File: src/sbf_defines.svh
`ifndef SBF_DEFINES_SVH
`define SBF_DEFINES_SVH

// Register byte addresses
`define SBF_ADR_DIV 8'h00
`define SBF_ADR_FRAC 8'h04
`define SBF_ADR_FIFO 8'h08
`define SBF_ADR_MODE 8'h0C
`define SBF_ADR_STAT 8'h10

// Reset values
`define SBF_RST_DIV 8'h00
`define SBF_RST_FRAC 8'h00
`define SBF_RST_FIFO 8'h00
`define SBF_RST_MODE 8'h00

// Divider control fields
`define SBF_DIV_N_LSB 0
`define SBF_DIV_CK_LSB 4
`define SBF_DIV_FRAC_BIT 6

// FIFO setup fields
`define SBF_FIFO_EN_BIT 0
`define SBF_FIFO_AUTO_BIT 1
`define SBF_FIFO_RECEIVE_FIFO_IRQ_ENABLE_BIT 2
`define SBF_FIFO_TRANSMIT_FIFO_IRQ_ENABLE_BIT 3
`define SBF_FIFO_RECEIVE_DEPTH_SELECT_BIT 4

// Channel mode fields
`define SBF_MODE_DPX_LSB 0
`define SBF_MODE_RIL_LSB 2
`define SBF_MODE_RXE_BIT 4
`define SBF_MODE_TXE_BIT 5

// Divider and FIFO sizes
`define SBF_N_ZERO_DIV 5'h10
`define SBF_FRAC_BASE 5'h10
`define SBF_FIFO_FULL_SIZE 3'h4
`define SBF_FIFO_HALF_SIZE 3'h2

`endif

File: src/sbf_pkg.sv
package sbf_pkg;

    typedef enum logic [1:0] {
        SBF_DPX_OFF = 2'h0,
        SBF_DPX_RX = 2'h1,
        SBF_DPX_FULL = 2'h3,
        SBF_DPX_TX = 2'h2
    } sbf_duplex_t;

    typedef enum logic {
        SBF_BUS_IDLE = 1'h0,
        SBF_BUS_ACK = 1'h1
    } sbf_bus_st_t;

    typedef struct packed {
        logic [4:0] cnt;
        logic [3:0] acc;
        logic tick;
        logic [4:0] gap;
    } sbf_baud_st_t;

    typedef struct packed {
        sbf_bus_st_t bus;
        logic [7:0] rdata;
        logic frac_en;
        logic [1:0] clk_src;
        logic [3:0] n_code;
        logic [3:0] k;
        logic receive_depth_select;
        logic transmit_fifo_irq_enable;
        logic receive_fifo_irq_enable;
        logic auto_dis;
        logic fifo_en;
        sbf_duplex_t duplex;
        logic [1:0] receive_fill_level;
        logic rxe;
        logic txe;
        logic [2:0] tx_prev;
    } sbf_top_st_t;

endpackage

File: src/sbf_baud_if.sv
`timescale 1ns/1ps
interface sbf_baud_if;
    logic [1:0] clk_src;
    logic [3:0] n_code;
    logic frac_en;
    logic [3:0] k;
    logic baud_tick;
    modport ctrl (output clk_src, output n_code, output frac_en, output k, input baud_tick);
    modport gen (input clk_src, input n_code, input frac_en, input k, output baud_tick);
endinterface // sbf_baud_if

File: src/sbf_baud_gen.sv
`timescale 1ns/1ps
`include "sbf_defines.svh"
module sbf_baud_gen (
    // Clock and reset
    input wire logic ref_clk,
    input wire logic resetn,
    // Configuration and output tick
    sbf_baud_if.gen bif,
    // Prescaled ticks T1, T4, T16, T64
    input wire logic [3:0] tick_in
);
    import sbf_pkg::*;

    sbf_baud_st_t st_q;
    sbf_baud_st_t st_d;
    logic tick_sel;
    logic [4:0] div;
    logic [4:0] sum;
    logic extra;

    always_comb
    begin
        tick_sel = tick_in[bif.clk_src];
        div = (bif.n_code == 4'h0) ? `SBF_N_ZERO_DIV : {1'b0, bif.n_code};
        sum = 5'({1'b0, st_q.acc} + (`SBF_FRAC_BASE - {1'b0, bif.k}));
        extra = bif.frac_en & sum[4];
        st_d = st_q;
        st_d.tick = 1'b0;
        if (tick_sel)
        begin
            st_d.gap = 5'(st_q.gap + 5'h01);
            if (st_q.cnt == 5'h00)
            begin
                st_d.tick = 1'b1;
                st_d.gap = 5'h01;
                st_d.cnt = 5'(div - 5'h01 + {4'h0, extra});
                if (bif.frac_en)
                begin
                    st_d.acc = sum[3:0];
                end
            end
            else
            begin
                st_d.cnt = 5'(st_q.cnt - 5'h01);
            end
        end
    end

    always_ff @(posedge ref_clk)
    begin
        if (!resetn)
        begin
            st_q <= '0;
        end
        else
        begin
            st_q <= st_d;
        end
    end

    assign bif.baud_tick = st_q.tick;

    property p_tick_cause;
        @(posedge ref_clk) disable iff (!resetn)
        bif.baud_tick |-> $past(tick_in[bif.clk_src]);
    endproperty
    a_tick_cause: assert property (p_tick_cause) else $error("baud tick without source tick");

    property p_int_period;
        @(posedge ref_clk) disable iff (!resetn)
        (tick_sel && st_q.cnt == 5'h00 && !bif.frac_en)
        |-> (st_d.cnt == 5'(div - 5'h01) && st_q.gap <= 5'h11);
    endproperty
    a_int_period: assert property (p_int_period) else $error("integer period wrong");

    property p_frac_period;
        @(posedge ref_clk) disable iff (!resetn)
        (tick_sel && st_q.cnt == 5'h00 && bif.frac_en) |-> (st_d.cnt == div || st_d.cnt == div - 5'h01);
    endproperty
    a_frac_period: assert property (p_frac_period) else $error("fractional period wrong");

endmodule // sbf_baud_gen

File: src/sbf_fifo_split.sv
`timescale 1ns/1ps
`include "sbf_defines.svh"
module sbf_fifo_split (
    // Configuration
    input wire logic fifo_en,
    input wire sbf_pkg::sbf_duplex_t duplex,
    input wire logic receive_depth_select,
    input wire logic [1:0] receive_fill_level,
    // Fill counts from engines
    input wire logic [2:0] rx_count,
    input wire logic [2:0] tx_count,
    // Derived sizes and conditions
    output logic [2:0] rx_size,
    output logic [2:0] tx_size,
    output logic [2:0] rx_fill,
    output logic [2:0] rx_depth,
    output logic rx_full,
    output logic tx_empty
);
    import sbf_pkg::*;

    always_comb
    begin
        rx_size = 3'h0;
        tx_size = 3'h0;
        if (fifo_en)
        begin
            case (duplex)
                SBF_DPX_RX: rx_size = `SBF_FIFO_FULL_SIZE;
                SBF_DPX_TX: tx_size = `SBF_FIFO_FULL_SIZE;
                SBF_DPX_FULL:
                begin
                    rx_size = `SBF_FIFO_HALF_SIZE;
                    tx_size = `SBF_FIFO_HALF_SIZE;
                end
                default:
                begin
                    rx_size = 3'h0;
                    tx_size = 3'h0;
                end
            endcase
        end
        if (duplex == SBF_DPX_FULL)
        begin
            rx_fill = receive_fill_level[0] ? 3'h1 : 3'h2;
        end
        else
        begin
            rx_fill = (receive_fill_level == 2'h0) ? 3'h4 : {1'b0, receive_fill_level};
        end
        rx_depth = receive_depth_select ? rx_fill : rx_size;
        rx_full = (rx_size != 3'h0) && (rx_count >= rx_depth);
        tx_empty = (tx_count == 3'h0);
    end

endmodule // sbf_fifo_split

File: src/sbf_top.sv
// The address map and the Wishbone slave port are this design's own decisions.
`timescale 1ns/1ps
`include "sbf_defines.svh"
// Overview of operation
// - Clock source code picks tick T1, T4, T16 or T64.
// - Divisor N is the code value; code zero divides by sixteen.
// - Fraction off divides by N; on divides by N plus (16-K)/16.
// - FIFO enabled: four bytes RX, four TX, or two each.
// - Receive size select limits receive depth to fill level.
// - Transmit FIFO interrupt enable gates transmit interrupts while the transmit FIFO is in use.
// - Receive FIFO interrupt enable gates receive interrupts while the receive FIFO is in use.
// - Auto-disable in RX half duplex clears receive enable when full.
// - Auto-disable in TX half duplex clears transmit enable on empty.
// - Auto-disable in full duplex clears both on either condition.
// - Transmit FIFO always uses its whole configured size.
// - Duplex field picks split; code zero prohibits transfer.
// - Full duplex ignores upper fill-level bit; one or two bytes.
module sbf_top (
    // Clock and reset
    input wire logic ref_clk,
    input wire logic resetn,
    // Wishbone slave
    input wire logic wb_cyc_i,
    input wire logic wb_stb_i,
    input wire logic wb_we_i,
    input wire logic [7:0] wb_adr_i,
    input wire logic [3:0] wb_sel_i,
    input wire logic [31:0] wb_dat_i,
    output logic [31:0] wb_dat_o,
    output logic wb_ack_o,
    // Prescaled ticks T1, T4, T16, T64
    input wire logic [3:0] tick_in,
    // Engine fill counts and interrupt requests
    input wire logic [2:0] rx_count,
    input wire logic [2:0] tx_count,
    input wire logic rx_irq_in,
    input wire logic tx_irq_in,
    // Channel control out
    output logic baud_tick,
    output logic receive_enable,
    output logic transmit_enable,
    output logic [1:0] duplex_select,
    output logic [2:0] rx_fifo_depth,
    output logic [2:0] tx_fifo_depth,
    output logic rx_irq,
    output logic tx_irq
);
    import sbf_pkg::*;

    sbf_top_st_t st_q;
    sbf_top_st_t st_d;
    sbf_baud_if bif ();
    logic req;
    logic wr_go;
    logic [7:0] wbyte;
    logic [7:0] rd_mux;
    logic [2:0] rx_size;
    logic [2:0] tx_size;
    logic [2:0] rx_fill;
    logic [2:0] rx_depth;
    logic rx_full;
    logic tx_empty;
    logic tx_became_empty;
    logic rx_fifo_on;
    logic tx_fifo_on;
    logic auto_rx;
    logic auto_tx;

    sbf_baud_gen u_baud (
        .ref_clk(ref_clk),
        .resetn(resetn),
        .bif(bif.gen),
        .tick_in(tick_in)
    );

    sbf_fifo_split u_split (
        .fifo_en(st_q.fifo_en),
        .duplex(st_q.duplex),
        .receive_depth_select(st_q.receive_depth_select),
        .receive_fill_level(st_q.receive_fill_level),
        .rx_count(rx_count),
        .tx_count(tx_count),
        .rx_size(rx_size),
        .tx_size(tx_size),
        .rx_fill(rx_fill),
        .rx_depth(rx_depth),
        .rx_full(rx_full),
        .tx_empty(tx_empty)
    );

    assign bif.clk_src = st_q.clk_src;
    assign bif.n_code = st_q.n_code;
    assign bif.frac_en = st_q.frac_en;
    assign bif.k = st_q.k;

    // Read multiplexer
    always_comb
    begin
        case (wb_adr_i)
            `SBF_ADR_DIV: rd_mux = {1'b0, st_q.frac_en, st_q.clk_src, st_q.n_code};
            `SBF_ADR_FRAC: rd_mux = {4'h0, st_q.k};
            `SBF_ADR_FIFO: rd_mux = {3'h0, st_q.receive_depth_select, st_q.transmit_fifo_irq_enable, st_q.receive_fifo_irq_enable,
                                      st_q.auto_dis, st_q.fifo_en};
            `SBF_ADR_MODE: rd_mux = {2'h0, st_q.txe, st_q.rxe, st_q.receive_fill_level, st_q.duplex};
            `SBF_ADR_STAT: rd_mux = {rx_full, tx_size, 1'b0, rx_depth};
            default: rd_mux = 8'h00;
        endcase
    end

    // FIFO and auto-disable conditions
    always_comb
    begin
        rx_fifo_on = st_q.fifo_en & st_q.duplex[0];
        tx_fifo_on = st_q.fifo_en & st_q.duplex[1];
        tx_became_empty = tx_fifo_on && tx_empty && (st_q.tx_prev != 3'h0);
        auto_rx = 1'b0;
        auto_tx = 1'b0;
        if (st_q.auto_dis && st_q.fifo_en)
        begin
            case (st_q.duplex)
                SBF_DPX_RX: auto_rx = rx_full;
                SBF_DPX_TX: auto_tx = tx_became_empty;
                SBF_DPX_FULL:
                begin
                    auto_rx = rx_full | tx_became_empty;
                    auto_tx = rx_full | tx_became_empty;
                end
                default:
                begin
                    auto_rx = 1'b0;
                    auto_tx = 1'b0;
                end
            endcase
        end
    end

    // Bus handshake and register update
    always_comb
    begin
        req = wb_cyc_i & wb_stb_i;
        wr_go = req & wb_we_i & wb_sel_i[0] & (st_q.bus == SBF_BUS_ACK);
        wbyte = wb_dat_i[7:0];
        st_d = st_q;
        st_d.tx_prev = tx_count;
        case (st_q.bus)
            SBF_BUS_IDLE:
            begin
                if (req)
                begin
                    st_d.bus = SBF_BUS_ACK;
                    st_d.rdata = rd_mux;
                end
            end
            SBF_BUS_ACK: st_d.bus = SBF_BUS_IDLE;
            default: st_d.bus = SBF_BUS_IDLE;
        endcase
        if (wr_go)
        begin
            case (wb_adr_i)
                `SBF_ADR_DIV:
                begin
                    st_d.n_code = wbyte[`SBF_DIV_N_LSB +: 4];
                    st_d.clk_src = wbyte[`SBF_DIV_CK_LSB +: 2];
                    st_d.frac_en = wbyte[`SBF_DIV_FRAC_BIT];
                end
                `SBF_ADR_FRAC: st_d.k = wbyte[3:0];
                `SBF_ADR_FIFO:
                begin
                    st_d.fifo_en = wbyte[`SBF_FIFO_EN_BIT];
                    st_d.auto_dis = wbyte[`SBF_FIFO_AUTO_BIT];
                    st_d.receive_fifo_irq_enable = wbyte[`SBF_FIFO_RECEIVE_FIFO_IRQ_ENABLE_BIT];
                    st_d.transmit_fifo_irq_enable = wbyte[`SBF_FIFO_TRANSMIT_FIFO_IRQ_ENABLE_BIT];
                    st_d.receive_depth_select = wbyte[`SBF_FIFO_RECEIVE_DEPTH_SELECT_BIT];
                end
                `SBF_ADR_MODE:
                begin
                    st_d.duplex = sbf_duplex_t'(wbyte[`SBF_MODE_DPX_LSB +: 2]);
                    st_d.receive_fill_level = wbyte[`SBF_MODE_RIL_LSB +: 2];
                    st_d.rxe = wbyte[`SBF_MODE_RXE_BIT];
                    st_d.txe = wbyte[`SBF_MODE_TXE_BIT];
                end
                default: st_d.rdata = st_q.rdata;
            endcase
        end
        // Auto clear wins over a software write
        if (auto_rx)
        begin
            st_d.rxe = 1'b0;
        end
        if (auto_tx)
        begin
            st_d.txe = 1'b0;
        end
    end

    always_ff @(posedge ref_clk)
    begin
        if (!resetn)
        begin
            st_q <= '0;
        end
        else
        begin
            st_q <= st_d;
        end
    end

    // Outputs
    assign wb_ack_o = (st_q.bus == SBF_BUS_ACK);
    assign wb_dat_o = {24'h000000, st_q.rdata};
    assign baud_tick = bif.baud_tick;
    assign receive_enable = st_q.rxe;
    assign transmit_enable = st_q.txe;
    assign duplex_select = st_q.duplex;
    assign rx_fifo_depth = rx_depth;
    assign tx_fifo_depth = tx_size;
    assign rx_irq = rx_irq_in & (~rx_fifo_on | st_q.receive_fifo_irq_enable);
    assign tx_irq = tx_irq_in & (~tx_fifo_on | st_q.transmit_fifo_irq_enable);

    property p_ack_one;
        @(posedge ref_clk) disable iff (!resetn)
        (req && !wb_ack_o) |=> wb_ack_o ##1 !wb_ack_o;
    endproperty
    a_ack_one: assert property (p_ack_one) else $error("ack not a single cycle");

    property p_split_half;
        @(posedge ref_clk) disable iff (!resetn)
        (st_q.fifo_en && (st_q.duplex == SBF_DPX_RX || st_q.duplex == SBF_DPX_TX))
        |-> (rx_size + tx_size == 3'h4) && (st_q.duplex == SBF_DPX_RX) == (rx_size == 3'h4);
    endproperty
    a_split_half: assert property (p_split_half) else $error("half duplex split wrong");

    property p_split_full;
        @(posedge ref_clk) disable iff (!resetn)
        (st_q.fifo_en && st_q.duplex == SBF_DPX_FULL) |-> (rx_size == 3'h2 && tx_size == 3'h2);
    endproperty
    a_split_full: assert property (p_split_full) else $error("full duplex split wrong");

    property p_split_off;
        @(posedge ref_clk) disable iff (!resetn)
        (!st_q.fifo_en || st_q.duplex == SBF_DPX_OFF) |-> (rx_size == 3'h0 && tx_size == 3'h0);
    endproperty
    a_split_off: assert property (p_split_off) else $error("FIFO sized while off");

    property p_rx_depth;
        @(posedge ref_clk) disable iff (!resetn)
        (st_q.receive_depth_select && st_q.fifo_en && st_q.duplex == SBF_DPX_RX && st_q.receive_fill_level == 2'h3)
        |-> rx_fifo_depth == 3'h3;
    endproperty
    a_rx_depth: assert property (p_rx_depth) else $error("receive depth not fill level");

    property p_full_ril;
        @(posedge ref_clk) disable iff (!resetn)
        (st_q.duplex == SBF_DPX_FULL) |-> (rx_fill == (st_q.receive_fill_level[0] ? 3'h1 : 3'h2));
    endproperty
    a_full_ril: assert property (p_full_ril) else $error("upper fill bit not ignored");

    property p_tx_gate;
        @(posedge ref_clk) disable iff (!resetn)
        (tx_fifo_on && tx_irq_in) |-> (tx_irq == st_q.transmit_fifo_irq_enable);
    endproperty
    a_tx_gate: assert property (p_tx_gate) else $error("transmit irq gate wrong");

    property p_rx_gate;
        @(posedge ref_clk) disable iff (!resetn)
        (rx_fifo_on && rx_irq_in) |-> (rx_irq == st_q.receive_fifo_irq_enable);
    endproperty
    a_rx_gate: assert property (p_rx_gate) else $error("receive irq gate wrong");

    property p_auto_rx;
        @(posedge ref_clk) disable iff (!resetn)
        (st_q.auto_dis && st_q.fifo_en && st_q.duplex == SBF_DPX_RX && rx_full)
        |=> !receive_enable && $stable(transmit_enable);
    endproperty
    a_auto_rx: assert property (p_auto_rx) else $error("receive not auto disabled");

    property p_auto_tx;
        @(posedge ref_clk) disable iff (!resetn)
        (st_q.auto_dis && st_q.fifo_en && st_q.duplex == SBF_DPX_TX
            && $past(tx_count) != 3'h0 && tx_count == 3'h0)
        |=> !transmit_enable;
    endproperty
    a_auto_tx: assert property (p_auto_tx) else $error("transmit not auto disabled");

    property p_auto_full;
        @(posedge ref_clk) disable iff (!resetn)
        (st_q.auto_dis && st_q.fifo_en && st_q.duplex == SBF_DPX_FULL
            && (rx_full || tx_became_empty))
        |=> !transmit_enable && !receive_enable;
    endproperty
    a_auto_full: assert property (p_auto_full) else $error("full duplex not auto disabled");

    property p_tx_whole;
        @(posedge ref_clk) disable iff (!resetn)
        (tx_fifo_on && st_q.receive_depth_select) |-> (tx_fifo_depth == (st_q.duplex[0] ? 3'h2 : 3'h4));
    endproperty
    a_tx_whole: assert property (p_tx_whole) else $error("transmit depth limited");

endmodule // sbf_top

File: config.mk
export PLATFORM = sky130hd
export DESIGN_NAME = sbf_top
export DESIGN_NICKNAME = d
export VERILOG_FILES = /design/src/sbf_pkg.sv /design/src/sbf_baud_if.sv /design/src/sbf_baud_gen.sv /design/src/sbf_fifo_split.sv /design/src/sbf_top.sv
export VERILOG_INCLUDE_DIRS = /design/src
export SDC_FILE = /design/constraint.sdc
export NUM_CORES = 1
export LEC_CHECK = 0
export BUFFER_PORTS_ARGS = -buffer_cell sky130_fd_sc_hd__buf_2
export CAP_MARGIN = 20
export CORE_ASPECT_RATIO = 0.6
export CORE_MARGIN = 8
export CORE_UTILIZATION = 40
export DETAILED_ROUTE_END_ITERATION = 7
export PLACE_DENSITY_LB_ADDON = 0.12
export SYNTH_ARGS = -nofsm -noshare
export SYNTH_HDL_FRONTEND = slang
export SYNTH_SLANG_ARGS = --single-unit
File: constraint.sdc
create_clock -name ref_clk -period 2.94 [get_ports ref_clk]
set_clock_uncertainty 0.15 [all_clocks]
set_input_delay 0.882 -clock ref_clk [delete_from_list [all_inputs] [get_ports ref_clk]]
set_output_delay 0.882 -clock ref_clk [all_outputs]
set_load 0.02 [all_outputs]
==> flow_summary.json, run 1 <==
{
  "outcome": "finished, final reports clean",
  "syn_to_final_growth_pct": 10.7,
  "cts.sink_count": 44,
  "setup_viol": 0,
  "die-height_um": 80.0,
  "vias": 2087,
  "whs_ps": 313,
  "power.leakage_nw": 1.28,
  "crit_top_cell": "ha_1",
  "cts.reportedPaths.clkPinSlew_ps": 60,
  "syn_area_mm2": 0.00273,
  "grt_pass1_wl_um": 10700,
  "finalPower_mw": 1.29,
  "postRouteAntennaNets": 0,
  "placed_cell_area_mm2": 0.00290,
  "num_io_pins": 107,
  "clock_path_buffers": 2,
  "final_util": 0.455,
  "cpMaxStageDelayCell": "fa_1",
  "grt.overflow.total": 0,
  "dr_wl_met3_um": 498,
  "critical_path_required_ps": 2970,
  "fin_area_mm2": 0.00302,
  "stdcell_count": 429,
  "die_w_um": 123,
  "clock-root-buffer": "clkbuf_16",
  "period_share": 0.872,
  "wl_met1_um": 3720,
  "rows": 23,
  "grt_usage": 0.142,
  "place_hpwl_um": 5430,
  "cap_viol_max_count": 0,
  "pwr-share-clk": 0.402,
  "drc": 0,
  "multiInputGateArea_mm2": 0.00156,
  "pre_cts_ws_ps": 303,
  "gp_congestion": 0.764,
  "fp.coreArea_mm2": 0.00665,
  "worstMarginPinSlew_ps": 622,
  "cts_tree": "done",
  "hold_buffers": 0,
  "numCtsBuffers": 5,
  "htreeDepth": 2,
  "swShare": 0.252,
  "antenna_found_initial": 0,
  "path_class": "reg2reg",
  "initial_core_util": 0.411,
  "diodes": 0,
  "route.met2.wl_um": 2510,
  "min_from": "u_baud.st_q[8]$_SDFFE_PN0P_",
  "worst-path-buf-inv": 1,
  "switchingPower_mw": 0.326,
  "postSynth.asyncResetShare": 0,
  "slew_viol_final": 0,
  "post_cts_resized": 0,
  "power_frac_seq": 0.477,
  "top_layer_used": "met4",
  "syn_area_per_cell_um2": 8.98,
  "place.port_buffers": 53,
  "rr_startpoint": "u_baud.st_q[6]$_SDFFE_PN0P_",
  "finalSetupTns_ps": 0,
  "vdd_drop_max_v": 0.000185,
  "powerDensity_mw_per_mm2": 427,
  "end_kind": "flop",
  "first_pass_iters": 4,
  "worst_slack_ps": 377,
  "cp.arrival_ps": 2600,
  "n_fill_cell": 687,
  "post_drt_wl_per_cell_um": 15.8,
  "grt_max_degree": 22,
  "yosysWarnings": 0,
  "die-area_mm2": 0.00981,
  "cpLargestDelayFamily": "adder cells",
  "grt_pass1_vias": 1977,
  "synth.distinct_cells": 58,
  "crit_start": "u_baud.st_q[6]$_SDFFE_PN0P_",
  "finalHoldViolCount": 0,
  "layout.nets": 414,
  "min_period_ps": 2560,
  "synth_seq_cells": 44,
  "drive_above_1_share": 0.222,
  "cts_setup_buffers": 0,
  "cp-start-kind": "flop",
  "netlist_instances": 304,
  "yosys.area.top_type": "dfxtp_1",
  "dp_cells": 424,
  "slew_headroom": 0.581,
  "synth_seq_area_share": 0.323,
  "slowest_delay_ps": 420,
  "synth_area_leaders": "dfxtp_1 (32%), buf_4 (9.6%), mux2i_1 (9.2%), nor2b_1 (6.0%), ha_1 (3.7%)",
  "worstPathCellList": "inv_1 > ha_1 > fa_1 > nor2b_1 > o21a_1 > o21ai_0 > ha_1 > ha_1 > xor2_1 > nor3_1 > nor3_1 > a21oi_1 > nor2b_1",
  "crit_fanout": 2,
  "vias_per_cell": 4.86,
  "rsz0062_at_grt": "no",
  "clkLatencyLatePin_ps": 290,
  "detail_route.iter0.violations": 119,
  "synth_top_area_frac": 0.323,
  "seqCellArea_um2": 881,
  "synthFlopType": "dfxtp_1",
  "p_int_mw": 0.964,
  "synth-edff-count": 0,
  "fmax_mhz": 390,
  "share_comb_of_total_power": 0.121,
  "wl_um": 6790,
  "hold_class": "reg2reg"
}
[cell usage after synthesis (all sizes together), types with 2 or more instances]
cell type	instances
a31oi	4
nand2	24
a311oi	2
o22ai	2
ha	8
buf	39
nand4	2
mux4	4
mux2i	25
nor4	2
and2	6
clkbuf	8
nor2	13
o211a	2
or2	3
o21a	5
and3	5
nor2b	26
a22o	4
dfxtp	44
nor4b	2
inv	17
nand3	5
nor3b	2
nor3	10
a21oi	6
xor2	3
o21ai	8
nand2b	4
a31o	2
[routing by layer]
layer,up-vias,track usage
met2,61,0.180
met5,-,0
met1,947,0.214
met3,7,0.0480
li1,1072,-
met4,0,0.0399
[tightest hold or removal path: stages, from the launching register on]
cell and delay, ps:
dfxtp_1 310, nand2_1 50, o21ai_0 60
[kinds of logic (layout without fill, tap and decap cells)]
kind of cell,after synthesis,in the layout,synth area share
other,1,25,0.00137
AO/OA/AOI/OAI,43,43,0.110
multiplexers,30,30,0.129
XOR/XNOR,4,4,0.0128
adder cells (fa/ha/maj),9,9,0.0440
AND/OR/NAND/NOR,109,109,0.241
flip-flops,44,44,0.323
buffers and inverters,64,78,0.140
[path summary, 6_finish.rpt]
path         depth (start not counted)  slack [ps]                           end
max                                 13         380  u_baud.st_q[12]$_SDFFE_PN0P_
min                                  2         310   u_baud.st_q[8]$_SDFFE_PN0P_
max reg2reg                         13         380  u_baud.st_q[12]$_SDFFE_PN0P_
min reg2reg                          2         310   u_baud.st_q[8]$_SDFFE_PN0P_
[power by group through the flow]
stage / sequential, mW / clock [mW] / combinational (mW)
after floorplan: 0.629 / 0 / 0.127
after global placement: 0.628 / 0 / 0.153
after detailed placement: 0.629 / 0 / 0.155
after CTS: 0.615 / 0.535 / 0.155
after global routing: 0.617 / 0.561 / 0.174
final: 0.615 / 0.518 / 0.156
[registers in the layout, indices dropped and copies added (netlist names)]
signal	count
u_baud.bif.baud_tick	1
transmit_enable	1
bif.frac_en	1
wb_ack_o	1
u_baud.st_q	9
st_q	10
bif.n_code	4
wb_dat_o	8
receive_enable	1
bif.clk_src	2
bif.k	4
duplex_select	2
[layout make-up]
cell class	instances	area share
flip-flops and latches	44	0.291
well taps	87	0.0360
inverters	17	0.0211
repair buffers	56	0.0952
multi-input cells	220	0.515
clock buffers	5	0.0414
[layout by cell type (no fill, tap or decap), types with 2 or more instances in the layout]
cell and count:
o21ai_0 8, inv_1 17, nand3_1 5, a21oi_1 6, nand2b_1 4, o211a_1 2, and2_1 6, a311oi_1 2
mux4_2 4, o21a_1 5, conb_1 25, buf_2 53, or2_2 2, nand2_1 24, a31o_2 2, and3_1 5
ha_1 8, xor2_1 3, dfxtp_1 44, clkbuf_16 5, a22o_1 4, a31oi_1 4, o22ai_1 2, nor2_1 12
mux2i_1 25, nor3_1 9, nor2b_1 26, buf_4 3
No activity file was read; power rests on OpenSTA's default activity.
==> run 2, diff against run 1 <==
==> constraint.sdc (replaced) <==
create_clock -name ref_clk -period 2.5 [get_ports ref_clk]
set_clock_uncertainty 0.15 [all_clocks]
set_input_delay 0.75 -clock ref_clk [delete_from_list [all_inputs] [get_ports ref_clk]]
set_output_delay 0.75 -clock ref_clk [all_outputs]
set_load 0.02 [all_outputs]
==> flow_summary.json, run 2 (synthesized netlist as in run 1, its figures left out) <==
{
  "final_util": 0.473,
  "vdd_drop_max_v": 0.000239,
  "layout.nets": 423,
  "finalHoldViolCount": 0,
  "die_w_um": 123,
  "min_from": "wb_dat_o[3]$_SDFFE_PN0P_",
  "clkLatencyLatePin_ps": 290,
  "cts.sink_count": 44,
  "cp.arrival_ps": 1500,
  "whs_ps": 309,
  "grt_pass1_vias": 2099,
  "layout_common_cells": "buf_2 (53), dfxtp_1 (42), mux2i_1 (25), nor2b_1 (25), conb_1 (25)",
  "antenna_found_initial": 0,
  "detail_route.iter0.violations": 114,
  "diodes": 0,
  "htreeDepth": 2,
  "hold_class": "reg2reg",
  "path_class": "reg2out",
  "cpLargestDelayFamily": "flip-flops",
  "period_share": 0.959,
  "worstMarginPinSlew_ps": 619,
  "numCtsBuffers": 5,
  "placed_cell_area_mm2": 0.00297,
  "worst-path-buf-inv": 1,
  "crit_fanout": 8,
  "fp.coreArea_mm2": 0.00665,
  "grt_usage": 0.145,
  "r2r_cells": 13,
  "first_pass_iters": 4,
  "critical_path_required_ps": 1600,
  "cap_viol_max_count": 0,
  "drive_above_1_share": 0.266,
  "grt_pass1_wl_um": 11000,
  "rsz0062_at_grt": "yes",
  "drc": 0,
  "cpMaxStageDelayCell": "dfxtp_1",
  "outcome": "finished, final reports clean",
  "cp-start-kind": "flop",
  "initial_core_util": 0.411,
  "worstPathCellList": "nand2_1 > a21o_1 > nand2_1 > buf_2",
  "wl_um": 6870,
  "place.port_buffers": 53,
  "cts_tree": "done",
  "rows": 23,
  "regToRegEndpoint": "u_baud.st_q[12]$_SDFFE_PN0P_",
  "slew_viol_final": 0,
  "gp_congestion": 0.765,
  "num_io_pins": 107,
  "hold_depth": 2,
  "post_drt_wl_per_cell_um": 15.6,
  "cts.reportedPaths.clkPinSlew_ps": 60,
  "clock_path_buffers": 2,
  "clock-root-buffer": "clkbuf_16",
  "setup_viol": 0,
  "fin_area_mm2": 0.00315,
  "postRouteAntennaNets": 0,
  "place_hpwl_um": 5470,
  "largest_reg_flops": 10,
  "min_period_ps": 2400,
  "rr_startpoint": "u_baud.st_q[6]$_SDFFE_PN0P_",
  "crit_top_cell": "nand2_1",
  "die-height_um": 80.0,
  "hold_buffers": 0,
  "stdcell_count": 441,
  "syn_to_final_growth_pct": 15.2,
  "powerDensity_mw_per_mm2": 504,
  "grt.overflow.total": 0,
  "slowest_delay_ps": 540,
  "worstHoldEndpoint": "wb_dat_o[3]$_SDFFE_PN0P_",
  "dp_cells": 432,
  "fmax_mhz": 417,
  "slew_headroom": 0.583,
  "top_register": "st_q",
  "vias": 2150,
  "layout_commonest_cell": "buf_2",
  "grt_max_degree": 31,
  "ff2ff_setup_slack_ps": 130,
  "die-area_mm2": 0.00981,
  "power.leakage_nw": 1.34,
  "end_kind": "output port",
  "vias_per_cell": 4.88
}
run 2: changes by cell type in the layout (fill, tap and decap cells not counted), sizes merged:
| cell | previous run | this run |
|---|---|---|
| clkbuf | 5 | 8 |
| buf | 56 | 65 |
run 2: layout make-up:
cell class / instances / area [um^2]
repair buffers: 65 / 368
flip-flops and latches: 44 / 883
fillers: 683 / 3500
clock buffers: 8 / 146
multi-input cells: 220 / 1580
inverters: 17 / 63.8
well taps: 87 / 109
run 2: layer usage:
metal | part of all wire | global-route usage | vias to the layer above
li1 | - | - | 1097
met1 | 0.54 | 0.224 | 996
met2 | 0.39 | 0.184 | 53
met3 | 0.064 | 0.0395 | 4
met4 | 0.0064 | 0.0399 | 0
met5 | 0 | 0 | -
run 2: worst register-to-register path, cell delays in order (launching register included):
cell	delay (ps)
dfxtp_2	320
inv_1	40
ha_2	170
fa_2	370
nor2b_2	130
o21a_1	120
o21ai_1	60
ha_2	180
ha_2	170
xor2_1	140
nor3_1	170
nor3_1	60
a21oi_1	120
nor2b_1	50
run 2: worst max-delay path by stage:
stage | start | cells after the start | endpoint | slack (ps)
2_1_floorplan | u_baud.st_q[6]$_SDFFE_PN0P_ | 13 | u_baud.st_q[12]$_SDFFE_PN0P_ | 150
6_report | duplex_select[1]$_SDFFE_PN0P_ | 4 | rx_fifo_depth[1] | 100
3_5_place_dp | u_baud.st_q[6]$_SDFFE_PN0P_ | 13 | u_baud.st_q[12]$_SDFFE_PN0P_ | -20
5_1_grt | u_baud.st_q[6]$_SDFFE_PN0P_ | 13 | u_baud.st_q[12]$_SDFFE_PN0P_ | -30
3_3_place_gp | u_baud.st_q[6]$_SDFFE_PN0P_ | 13 | u_baud.st_q[12]$_SDFFE_PN0P_ | 10
4_1_cts | u_baud.st_q[6]$_SDFFE_PN0P_ | 13 | u_baud.st_q[12]$_SDFFE_PN0P_ | 10
run 2: what timing repair did:
action / in CTS / in global routing
endpoints found under the setup margin: 1 / 4
pin swaps: 0 / 3
buffers inserted: 0 / 1
gates cloned: 0 / 0
resized for setup: 1 / 8
run 2: power by group:
group | internal [mW] | switching [mW] | leakage, nW
clock | 0.399 | 0.278 | 0.0712
combinational | 0.0695 | 0.116 | 0.915
sequential | 0.713 | 0.0109 | 0.357
total | 1.18 | 0.405 | 1.34
run 2: per-stage QoR:
stage | total power, mW | TNS [ps] | worst slack, ps
finish | 1.59 | 0 | 101
global route | 1.66 | -26.2 | -26.2
CTS | 1.60 | 0 | 11.1
detailed placement | 0.923 | -20.6 | -20.6
global placement | 0.921 | 0 | 11.5
floorplan | 0.889 | 0 | 153
